==> src/status_lamp_map.svh <==
// Register offsets, field positions and timing constants of the lamp block
`ifndef STATUS_LAMP_MAP_SVH
`define STATUS_LAMP_MAP_SVH

// Register byte offsets
`define CTRL_OFS    12'h000
`define STAT_OFS    12'h004

// Control register fields and reset value
`define CTRL_PROTO  1:0
`define PROTO_RST   2'h0

// Status register layout: lamps, latched faults, phase, links, lock
`define STAT_MOD    1:0
`define STAT_NET    3:2
`define STAT_FLT    8:4
`define STAT_PH     10:9
`define STAT_CONN   13:11
`define STAT_LOCK   14

// Clock rate and pattern timing
`define CLK_HZ      50000000
`define FLASH_MS    500
`define BLINK_MS    250
`define PAUSE_MS    2000
`define MS_CYC(ms)  ((ms) * (`CLK_HZ / 1000))
`define FLASH_CYC   `MS_CYC(`FLASH_MS)
`define BLINK_CYC   `MS_CYC(`BLINK_MS)
`define PAUSE_CYC   `MS_CYC(`PAUSE_MS)

// Pattern counts
`define ENC_BLINKS  2'h3
`define MAX_CONN    3'h5
`define WARM_DONE   2'h3

`endif

==> src/status_lamp_pkg.sv <==
// Types shared by the status lamp controller
package status_lamp_pkg;

    typedef logic [26:0] cnt_t;

    typedef enum logic [1:0]
    {
        PROTO_ENIP  = 2'h0,
        PROTO_MBTCP = 2'h1,
        PROTO_PNET  = 2'h2
    } proto_e;

    typedef enum logic [1:0]
    {
        ST_POWERUP = 2'h0,
        ST_ENC     = 2'h1,
        ST_RUN     = 2'h3
    } phase_e;

    typedef struct packed
    {
        logic red;
        logic green;
    } lamp_s;

    typedef struct packed
    {
        logic       comm_fail;
        logic       init_busy;
        logic       link_up;
        logic       flash_ok;
        logic       flash_fail;
        logic       proto_chg;
        logic       over_temp;
        logic       enc_err;
        logic       drive_ok;
        logic       cip_conn;
        logic       net_timeout;
        logic       name_ip_set;
        logic       dup_ip;
        logic       name_mismatch;
        logic       io_conn;
        logic       io_run;
        logic [2:0] conn_count;
    } cond_s;

    typedef struct packed
    {
        logic comm;
        logic flash_ok;
        logic flash_bad;
        logic proto_chg;
        logic over_temp;
    } fault_s;

    typedef struct packed
    {
        cond_s      s1;
        cond_s      s2;
        fault_s     f;
        phase_e     ph;
        proto_e     proto;
        logic [1:0] warm;
        cnt_t       fl_cnt;
        cnt_t       bl_cnt;
        cnt_t       pz_cnt;
        logic       fl_ph;
        logic       bl_ph;
        logic [1:0] enc_cnt;
        logic [3:0] mb_half;
        logic       mb_pause;
        lamp_s      ms;
        lamp_s      ns;
        logic [31:0] rdata;
    } st_s;

endpackage

==> src/status_lamp_ctrl.sv <==
// Status lamp controller for module and network health lamps
// Overview of operation
// - Comms failure: module lamp alternates until reset
// - Waiting for network link: module lamp flashes
// - Flash write done: green, commands refused
// - EtherNet/IP, Modbus: drive and network up, green
// - PROFINET: name or address set gives green
// - Protocol change: module flashes red, network flashes
// - Flash write failure: module flashes red, latched
// - Overtemperature: module lamp steady red, latched
// - Power-up initialisation: module lamp blinks green
// - Encoder error at power-up: three red blinks
// - EtherNet/IP: link flashes green, connections steady
// - EtherNet/IP protocol change: network flashes red
// - EtherNet/IP duplicate address: network steady red
// - Modbus: green groups per connection, 2 s pause
// - Modbus: off without connections, never steady green
// - PROFINET: off on conflict or no controller
// - PROFINET: controller stopped, network flashes green
// - PROFINET: controller running, network steady green
`timescale 1ns/1ns
`include "status_lamp_map.svh"
module status_lamp_ctrl
    import status_lamp_pkg::*;
#(
    parameter cnt_t FLASH_CYC = cnt_t'(`FLASH_CYC),
    parameter cnt_t BLINK_CYC = cnt_t'(`BLINK_CYC),
    parameter cnt_t PAUSE_CYC = cnt_t'(`PAUSE_CYC)
)
(
    // Clock and reset
    input  wire logic        pclk,
    input  wire logic        presetn,
    // APB slave
    input  wire logic [11:0] paddr,
    input  wire logic        psel,
    input  wire logic        penable,
    input  wire logic        pwrite,
    input  wire logic [31:0] pwdata,
    output logic      [31:0] prdata,
    output logic             pready,
    output logic             pslverr,
    // Condition flags from the unit, asynchronous
    input  wire cond_s       cond_in,
    // Lamp drives and command lock
    output lamp_s            module_health_lamp,
    output lamp_s            network_health_lamp,
    output logic             cmd_lock
);

    st_s         st;
    st_s         n;
    cond_s       c;
    logic        fl_tick;
    logic        bl_tick;
    logic        blink_done;
    logic        setup;
    logic        access;
    logic        hit_ctrl;
    logic        hit_stat;
    logic        wr_ctrl;
    logic        proto_wr;
    logic [2:0]  nconn;
    logic        mb_on;
    logic [31:0] stat;

    // Builds a lamp value from its two elements
    function automatic lamp_s lamp(input logic r, input logic g);
        lamp_s l;
        l.red   = r;
        l.green = g;
        return l;
    endfunction

    // Conditions after the two-flop synchroniser
    assign c = st.s2;

    // Prescaler terminal counts
    assign fl_tick    = st.fl_cnt == FLASH_CYC - cnt_t'(1);
    assign bl_tick    = st.bl_cnt == BLINK_CYC - cnt_t'(1);
    assign blink_done = bl_tick && st.bl_ph;

    // Modbus connection count, capped at the supported maximum
    assign nconn = (c.conn_count > `MAX_CONN) ? `MAX_CONN
                                              : c.conn_count;
    assign mb_on = !st.mb_pause && nconn != 3'h0 && !st.mb_half[0];

    // APB decode; control writes refused once locked, and only a
    // protocol change after power-up latches the change fault
    assign setup    = psel && !penable;
    assign access   = psel && penable;
    assign hit_ctrl = paddr == `CTRL_OFS;
    assign hit_stat = paddr == `STAT_OFS;
    assign wr_ctrl  = access && pwrite && hit_ctrl
                      && !st.f.flash_ok;
    assign proto_wr = wr_ctrl && pwdata[`CTRL_PROTO] != st.proto
                      && st.ph == ST_RUN;

    // Status word: lamps, faults, phase, connections, lock
    always_comb
    begin
        stat              = 32'h0;
        stat[`STAT_MOD]   = st.ms;
        stat[`STAT_NET]   = st.ns;
        stat[`STAT_FLT]   = st.f;
        stat[`STAT_PH]    = st.ph;
        stat[`STAT_CONN]  = c.conn_count;
        stat[`STAT_LOCK]  = st.f.flash_ok;
    end

    // Next state of the whole block
    always_comb
    begin
        n = st;
        n.s1 = cond_in;
        n.s2 = st.s1;

        // Faults latch until the next power-on reset
        n.f.comm      = st.f.comm | c.comm_fail;
        n.f.flash_ok  = st.f.flash_ok | c.flash_ok;
        n.f.flash_bad = st.f.flash_bad | c.flash_fail;
        n.f.proto_chg = st.f.proto_chg | c.proto_chg
                        | proto_wr;
        n.f.over_temp = st.f.over_temp | c.over_temp;

        // Flash and blink prescalers
        n.fl_cnt = fl_tick ? '0 : st.fl_cnt + cnt_t'(1);
        n.fl_ph  = st.fl_ph ^ fl_tick;
        n.bl_cnt = bl_tick ? '0 : st.bl_cnt + cnt_t'(1);
        n.bl_ph  = st.bl_ph ^ bl_tick;
        if (st.warm != `WARM_DONE)
        begin
            n.warm = st.warm + 2'h1;
        end

        // Power-up sequence, waits for synchronised flags
        case (st.ph)
            ST_POWERUP:
            begin
                if (st.warm == `WARM_DONE && c.enc_err)
                begin
                    n.ph      = ST_ENC;
                    n.bl_cnt  = '0;
                    n.bl_ph   = 1'b1;
                    n.enc_cnt = 2'h0;
                end
                else if (st.warm == `WARM_DONE && !c.init_busy)
                begin
                    n.ph = ST_RUN;
                end
            end
            ST_ENC:
            begin
                if (blink_done)
                begin
                    n.enc_cnt = st.enc_cnt + 2'h1;
                    if (st.enc_cnt == `ENC_BLINKS - 2'h1)
                    begin
                        n.ph = ST_RUN;
                    end
                end
            end
            ST_RUN:
            begin
                n.ph = ST_RUN;
            end
            default:
            begin
                n.ph = ST_POWERUP;
            end
        endcase

        // Modbus group sequencer: flash per connection, then pause
        if (st.mb_pause)
        begin
            n.pz_cnt = st.pz_cnt + cnt_t'(1);
            if (st.pz_cnt == PAUSE_CYC - cnt_t'(1))
            begin
                n.mb_pause = 1'b0;
                n.pz_cnt   = '0;
                n.mb_half  = 4'h0;
            end
        end
        else if (bl_tick)
        begin
            if (nconn == 3'h0)
            begin
                n.mb_half = 4'h0;
            end
            else if (st.mb_half >= {nconn, 1'b0} - 4'h1)
            begin
                n.mb_pause = 1'b1;
                n.mb_half  = 4'h0;
            end
            else
            begin
                n.mb_half = st.mb_half + 4'h1;
            end
        end

        // Module lamp, highest priority first
        if (st.f.comm)
        begin
            n.ms = lamp(st.fl_ph, !st.fl_ph);
        end
        else if (st.f.over_temp)
        begin
            n.ms = lamp(1'b1, 1'b0);
        end
        else if (st.f.flash_bad || st.f.proto_chg)
        begin
            n.ms = lamp(st.fl_ph, 1'b0);
        end
        else if (st.f.flash_ok)
        begin
            n.ms = lamp(1'b0, 1'b1);
        end
        else if (st.ph == ST_ENC)
        begin
            n.ms = lamp(st.bl_ph, 1'b0);
        end
        else if (st.ph != ST_RUN || c.init_busy)
        begin
            n.ms = lamp(1'b0, st.bl_ph);
        end
        else if (!c.link_up)
        begin
            n.ms = lamp(1'b0, st.fl_ph);
        end
        else if (st.proto == PROTO_PNET)
        begin
            n.ms = lamp(1'b0, c.name_ip_set | st.fl_ph);
        end
        else
        begin
            n.ms = lamp(1'b0, c.drive_ok | st.fl_ph);
        end

        // Network lamp, by protocol
        if (st.ph != ST_RUN)
        begin
            n.ns = lamp(st.fl_ph, !st.fl_ph);
        end
        else if (st.f.proto_chg)
        begin
            n.ns = lamp(st.fl_ph, 1'b0);
        end
        else
        begin
            case (st.proto)
                PROTO_MBTCP:
                begin
                    n.ns = lamp(1'b0, mb_on);
                end
                PROTO_PNET:
                begin
                    if (c.dup_ip || c.name_mismatch || !c.io_conn)
                    begin
                        n.ns = lamp(1'b0, 1'b0);
                    end
                    else if (c.io_run)
                    begin
                        n.ns = lamp(1'b0, 1'b1);
                    end
                    else
                    begin
                        n.ns = lamp(1'b0, st.fl_ph);
                    end
                end
                default:
                begin
                    if (c.dup_ip)
                    begin
                        n.ns = lamp(1'b1, 1'b0);
                    end
                    else if (c.net_timeout)
                    begin
                        n.ns = lamp(st.fl_ph, 1'b0);
                    end
                    else if (c.cip_conn)
                    begin
                        n.ns = lamp(1'b0, 1'b1);
                    end
                    else if (c.link_up)
                    begin
                        n.ns = lamp(1'b0, st.fl_ph);
                    end
                    else
                    begin
                        n.ns = lamp(1'b0, 1'b0);
                    end
                end
            endcase
        end

        // Register writes and read data capture in setup
        if (wr_ctrl)
        begin
            n.proto = proto_e'(pwdata[`CTRL_PROTO]);
        end
        if (setup && !pwrite)
        begin
            n.rdata = hit_ctrl ? {30'h0, st.proto}
                    : hit_stat ? stat : 32'h0;
        end
    end

    // State register; everything clears on power-on reset
    always_ff @(posedge pclk or negedge presetn)
    begin
        if (!presetn)
        begin
            st <= '0;
        end
        else
        begin
            st <= n;
        end
    end

    // Outputs
    assign module_health_lamp  = st.ms;
    assign network_health_lamp = st.ns;
    assign cmd_lock            = st.f.flash_ok;
    assign prdata              = st.rdata;
    assign pready              = 1'b1;
    assign pslverr             = access && ((!hit_ctrl && !hit_stat)
                                 || (pwrite && hit_ctrl
                                     && st.f.flash_ok));
endmodule

==> config.mk <==
export PLATFORM = sky130hd
export DESIGN_NAME = status_lamp_ctrl
export DESIGN_NICKNAME = d
export VERILOG_FILES = /design/src/status_lamp_pkg.sv /design/src/status_lamp_ctrl.sv
export VERILOG_INCLUDE_DIRS = /design/src
export SDC_FILE = /design/constraint.sdc
export NUM_CORES = 1
export LEC_CHECK = 0
export BUFFER_PORTS_ARGS = -buffer_cell sky130_fd_sc_hd__buf_2
export CAP_MARGIN = 10
export CORE_ASPECT_RATIO = 0.8
export CORE_MARGIN = 1.5
export CORE_UTILIZATION = 51
export DETAILED_ROUTE_END_ITERATION = 7
export PLACE_DENSITY = 0.76
export SYNTH_ARGS = -nofsm -noshare
export SYNTH_HDL_FRONTEND = slang
export SYNTH_SLANG_ARGS = --single-unit
==> constraint.sdc <==
create_clock -name pclk -period 1.9 [get_ports pclk]
set_input_delay 0.095 -clock pclk [delete_from_list [all_inputs] [get_ports pclk]]
set_output_delay 0.095 -clock pclk [all_outputs]
set_load 0.1 [all_outputs]
==> flow_summary.json <==
{
  "status": "complete, but fails checks",
  "violations": "setup timing",
  "hpwl_um": 9590,
  "clk_pin_slew_worst_paths_ns": 0.07,
  "num_rows": 38,
  "grt_pass1_wl_um": 25000,
  "crit_top_cell": "ha_1",
  "design.die.area_um2": 14600,
  "rsz0062_at_grt": "yes",
  "yosysWarnings": 0,
  "initial_core_util_pct": 52.1,
  "setup_viol": 33,
  "syn_avg_cell_area_um2": 11.0,
  "synthXorXnorAreaFrac_pct": 9.55,
  "synth_adder_area_share_pct": 2.30,
  "via_per_inst": 5.44,
  "first_pass_iters": 5,
  "crit_end": "st[39]",
  "numCtsBuffers": 17,
  "drt.antenna.violating_nets": 0,
  "synthSimpleGateAreaFrac_pct": 20.0,
  "syn2layout_area_growth_pct": 26.0,
  "port_buffers": 58,
  "die-width_um": 135,
  "p_leak_nw": 4.01,
  "slew_headroom_pct": 63.8,
  "worstPathArrival_ns": 2.39,
  "synth_top_family_by_area": "simple AND/OR/NAND/NOR gates",
  "whs_ns": 0.0639,
  "htreeDepth": 4,
  "postRouteWirelength_um": 15500,
  "ys.flop_type": "dfrtp_1",
  "antenna_found_initial": 0,
  "path_cells": "a21o_1 > inv_1 > ha_1 > ha_1 > nand2_1 > o21a_1 > nand4b_1 > nor3b_2 > a211o_1",
  "worstReg2RegEnd": "st[39]",
  "synth_enable_flop_cells": 0,
  "synth.most_common_cell": "dfrtp_1",
  "wl_per_cell_um": 16.3,
  "fin_cells": 954,
  "yosysTopAreaCell": "dfrtp_1",
  "syn_inst": 640,
  "grt_max_degree": 53,
  "syn_area_um2": 7060,
  "grt_usage_pct": 22.2,
  "stdcell_area_um2": 8900,
  "layout.nets": 842,
  "slowest_stage": "dfrtp_1",
  "worst_slew_pin_slew_ns": 0.541,
  "hold_viol_final": 0,
  "worstSetupStartpointType": "register",
  "cts_tree": "done",
  "ios": 107,
  "root_buffer": "clkbuf_16",
  "clockBufferDepth": 2,
  "drv_cap": 0,
  "synth_common_cells": "dfrtp_1, nor2_1, nand2_1, xnor2_1, buf_4",
  "rrSetupSlack_ns": -0.18,
  "critPathCaptureType": "register",
  "synthArstFlopShare_pct": 100,
  "dr.first_iter.drc_count": 331,
  "synthMuxAreaShare_pct": 1.22,
  "overflow": 0,
  "skew_ns": 0.0110,
  "worstPathMaxFanout": 4,
  "fin_util_pct": 65.7,
  "synth_top_cell_area_share_pct": 55.6,
  "layout-drive-gt1-share_pct": 27.3,
  "startpoint": "c[2]",
  "reg2reg_depth": 9,
  "placedCellCount": 891,
  "fin_crit_ns": 2.08,
  "ir_worst_vdd_uv": 825,
  "pre_cts_ws_ns": -0.112,
  "min_path_type": "primary input to register",
  "place.gp.congestion": 0.793,
  "power.total_mw": 7.78,
  "coreArea_um2": 13600,
  "synth_area_leaders": "dfrtp_1, xnor2_1, nor2_1, buf_4, xor2_1",
  "slowest_delay_ns": 0.40,
  "first_global_vias": 5161,
  "yosysSeqAreaShare_pct": 55.6,
  "r2r-start": "c[2]",
  "required_ns": 2.21,
  "drcViolationCount": 0,
  "worstSkewPairLatency_ns": 0.43,
  "tns_ns": -4.07,
  "die_h_um": 108,
  "maxSlewViolCount": 0,
  "worstSetupPathType": "register to register",
  "layout_setup_ws_ns": -0.181,
  "max_freq_mhz": 480,
  "diodes": 0,
  "p_per_area_nw_per_um2": 875,
  "post-route-period-util_pct": 110,
  "num_vias": 5186,
  "cts.sinks": 157,
  "synth-compound-area-share_pct": 5.35,
  "ys_ff_latch": 157,
  "dpl_cell_area_um2": 7680,
  "ys_types": 58
}
-- per-layer routing --
| metal | global-route usage [%] | vias up | routed length [um] |
|---|---|---|---|
| met4 | 7.99 | 0 | 296 |
| met1 | 28.3 | 2562 | 6570 |
| met3 | 5.49 | 25 | 777 |
| met2 | 37.2 | 174 | 7890 |
| met5 | 0 | - | 0 |
| li1 | - | 2425 | - |
-- state kept, by name, indices dropped and copies added (netlist names) --
name	flops
c	19
cmd_lock	1
module_health_lamp	2
n	19
network_health_lamp	2
prdata	14
st	100
-- cells in the final DEF, fill, tap and decap left out, types with 7 or more instances in the layout --
cell type and n:
nor4_1 9, buf_4 45, a21oi_1 7, nor2_1 58, nor3_1 10, xnor2_1 46, xor2_1 31, nand3_1 31
dlygate4sd3_1 22, conb_1 18, buf_2 57, nor2_4 24, a22o_1 13, nand4_1 23, ha_1 10, dfrtp_1 155
nand2_1 47, inv_1 17, clkbuf_16 19
-- repair_timing --
action,4_1_cts,5_1_grt
endpoints found under the setup margin,32,37
hold endpoints to repair,178,0
cloned,0,3
setup buffers,2,4
hold buffers,22,0
resized for setup,6,69
pin swaps,7,33
-- report_power, final --
group          switching [mW]  internal [mW]  leakage, nW
Combinational           0.513          0.295         1.70
Clock                    1.52           1.88        0.287
Sequential              0.115           3.46         2.02
Total                    2.15           5.63         4.01
-- cell type report --
| cell class | count | area, um2 |
|---|---|---|
| repair buffers | 134 | 1010 |
| well taps | 180 | 225 |
| clock buffers | 17 | 425 |
| fillers | 947 | 4650 |
| inverters | 18 | 67.6 |
| flip-flops and latches | 157 | 3930 |
| clock inverters | 15 | 173 |
| multi-input cells | 433 | 3060 |
-- worst min path at each step --
stage                     startpoint   endpoint  depth (start not counted)
final                       paddr[2]  prdata[1]                          3
after global routing        paddr[2]  prdata[1]                          3
after CTS                   paddr[2]  prdata[1]                          3
after detailed placement     presetn     n[138]                          1
after global placement       presetn     n[137]                          1
after floorplan              presetn       c[0]                          0
-- cell families after synthesis --
family	count (synthesis)
simple gates	266
mux	8
fa+ha+maj	13
xor+xnor	77
flops	157
other cells	2
buf+inv	66
compound gates	51
-- critical path: cells and delay by family, from the launching register on --
| kind | cells | cell delay, ns |
|---|---|---|
| AO/OA/AOI/OAI | 3 | 0.65 |
| AND/OR/NAND/NOR | 3 | 0.37 |
| flip-flops | 1 | 0.40 |
| buffers and inverters | 1 | 0.05 |
| adder cells (fa/ha/maj) | 2 | 0.49 |
Note: power is estimated with default switching activity, not from simulation.
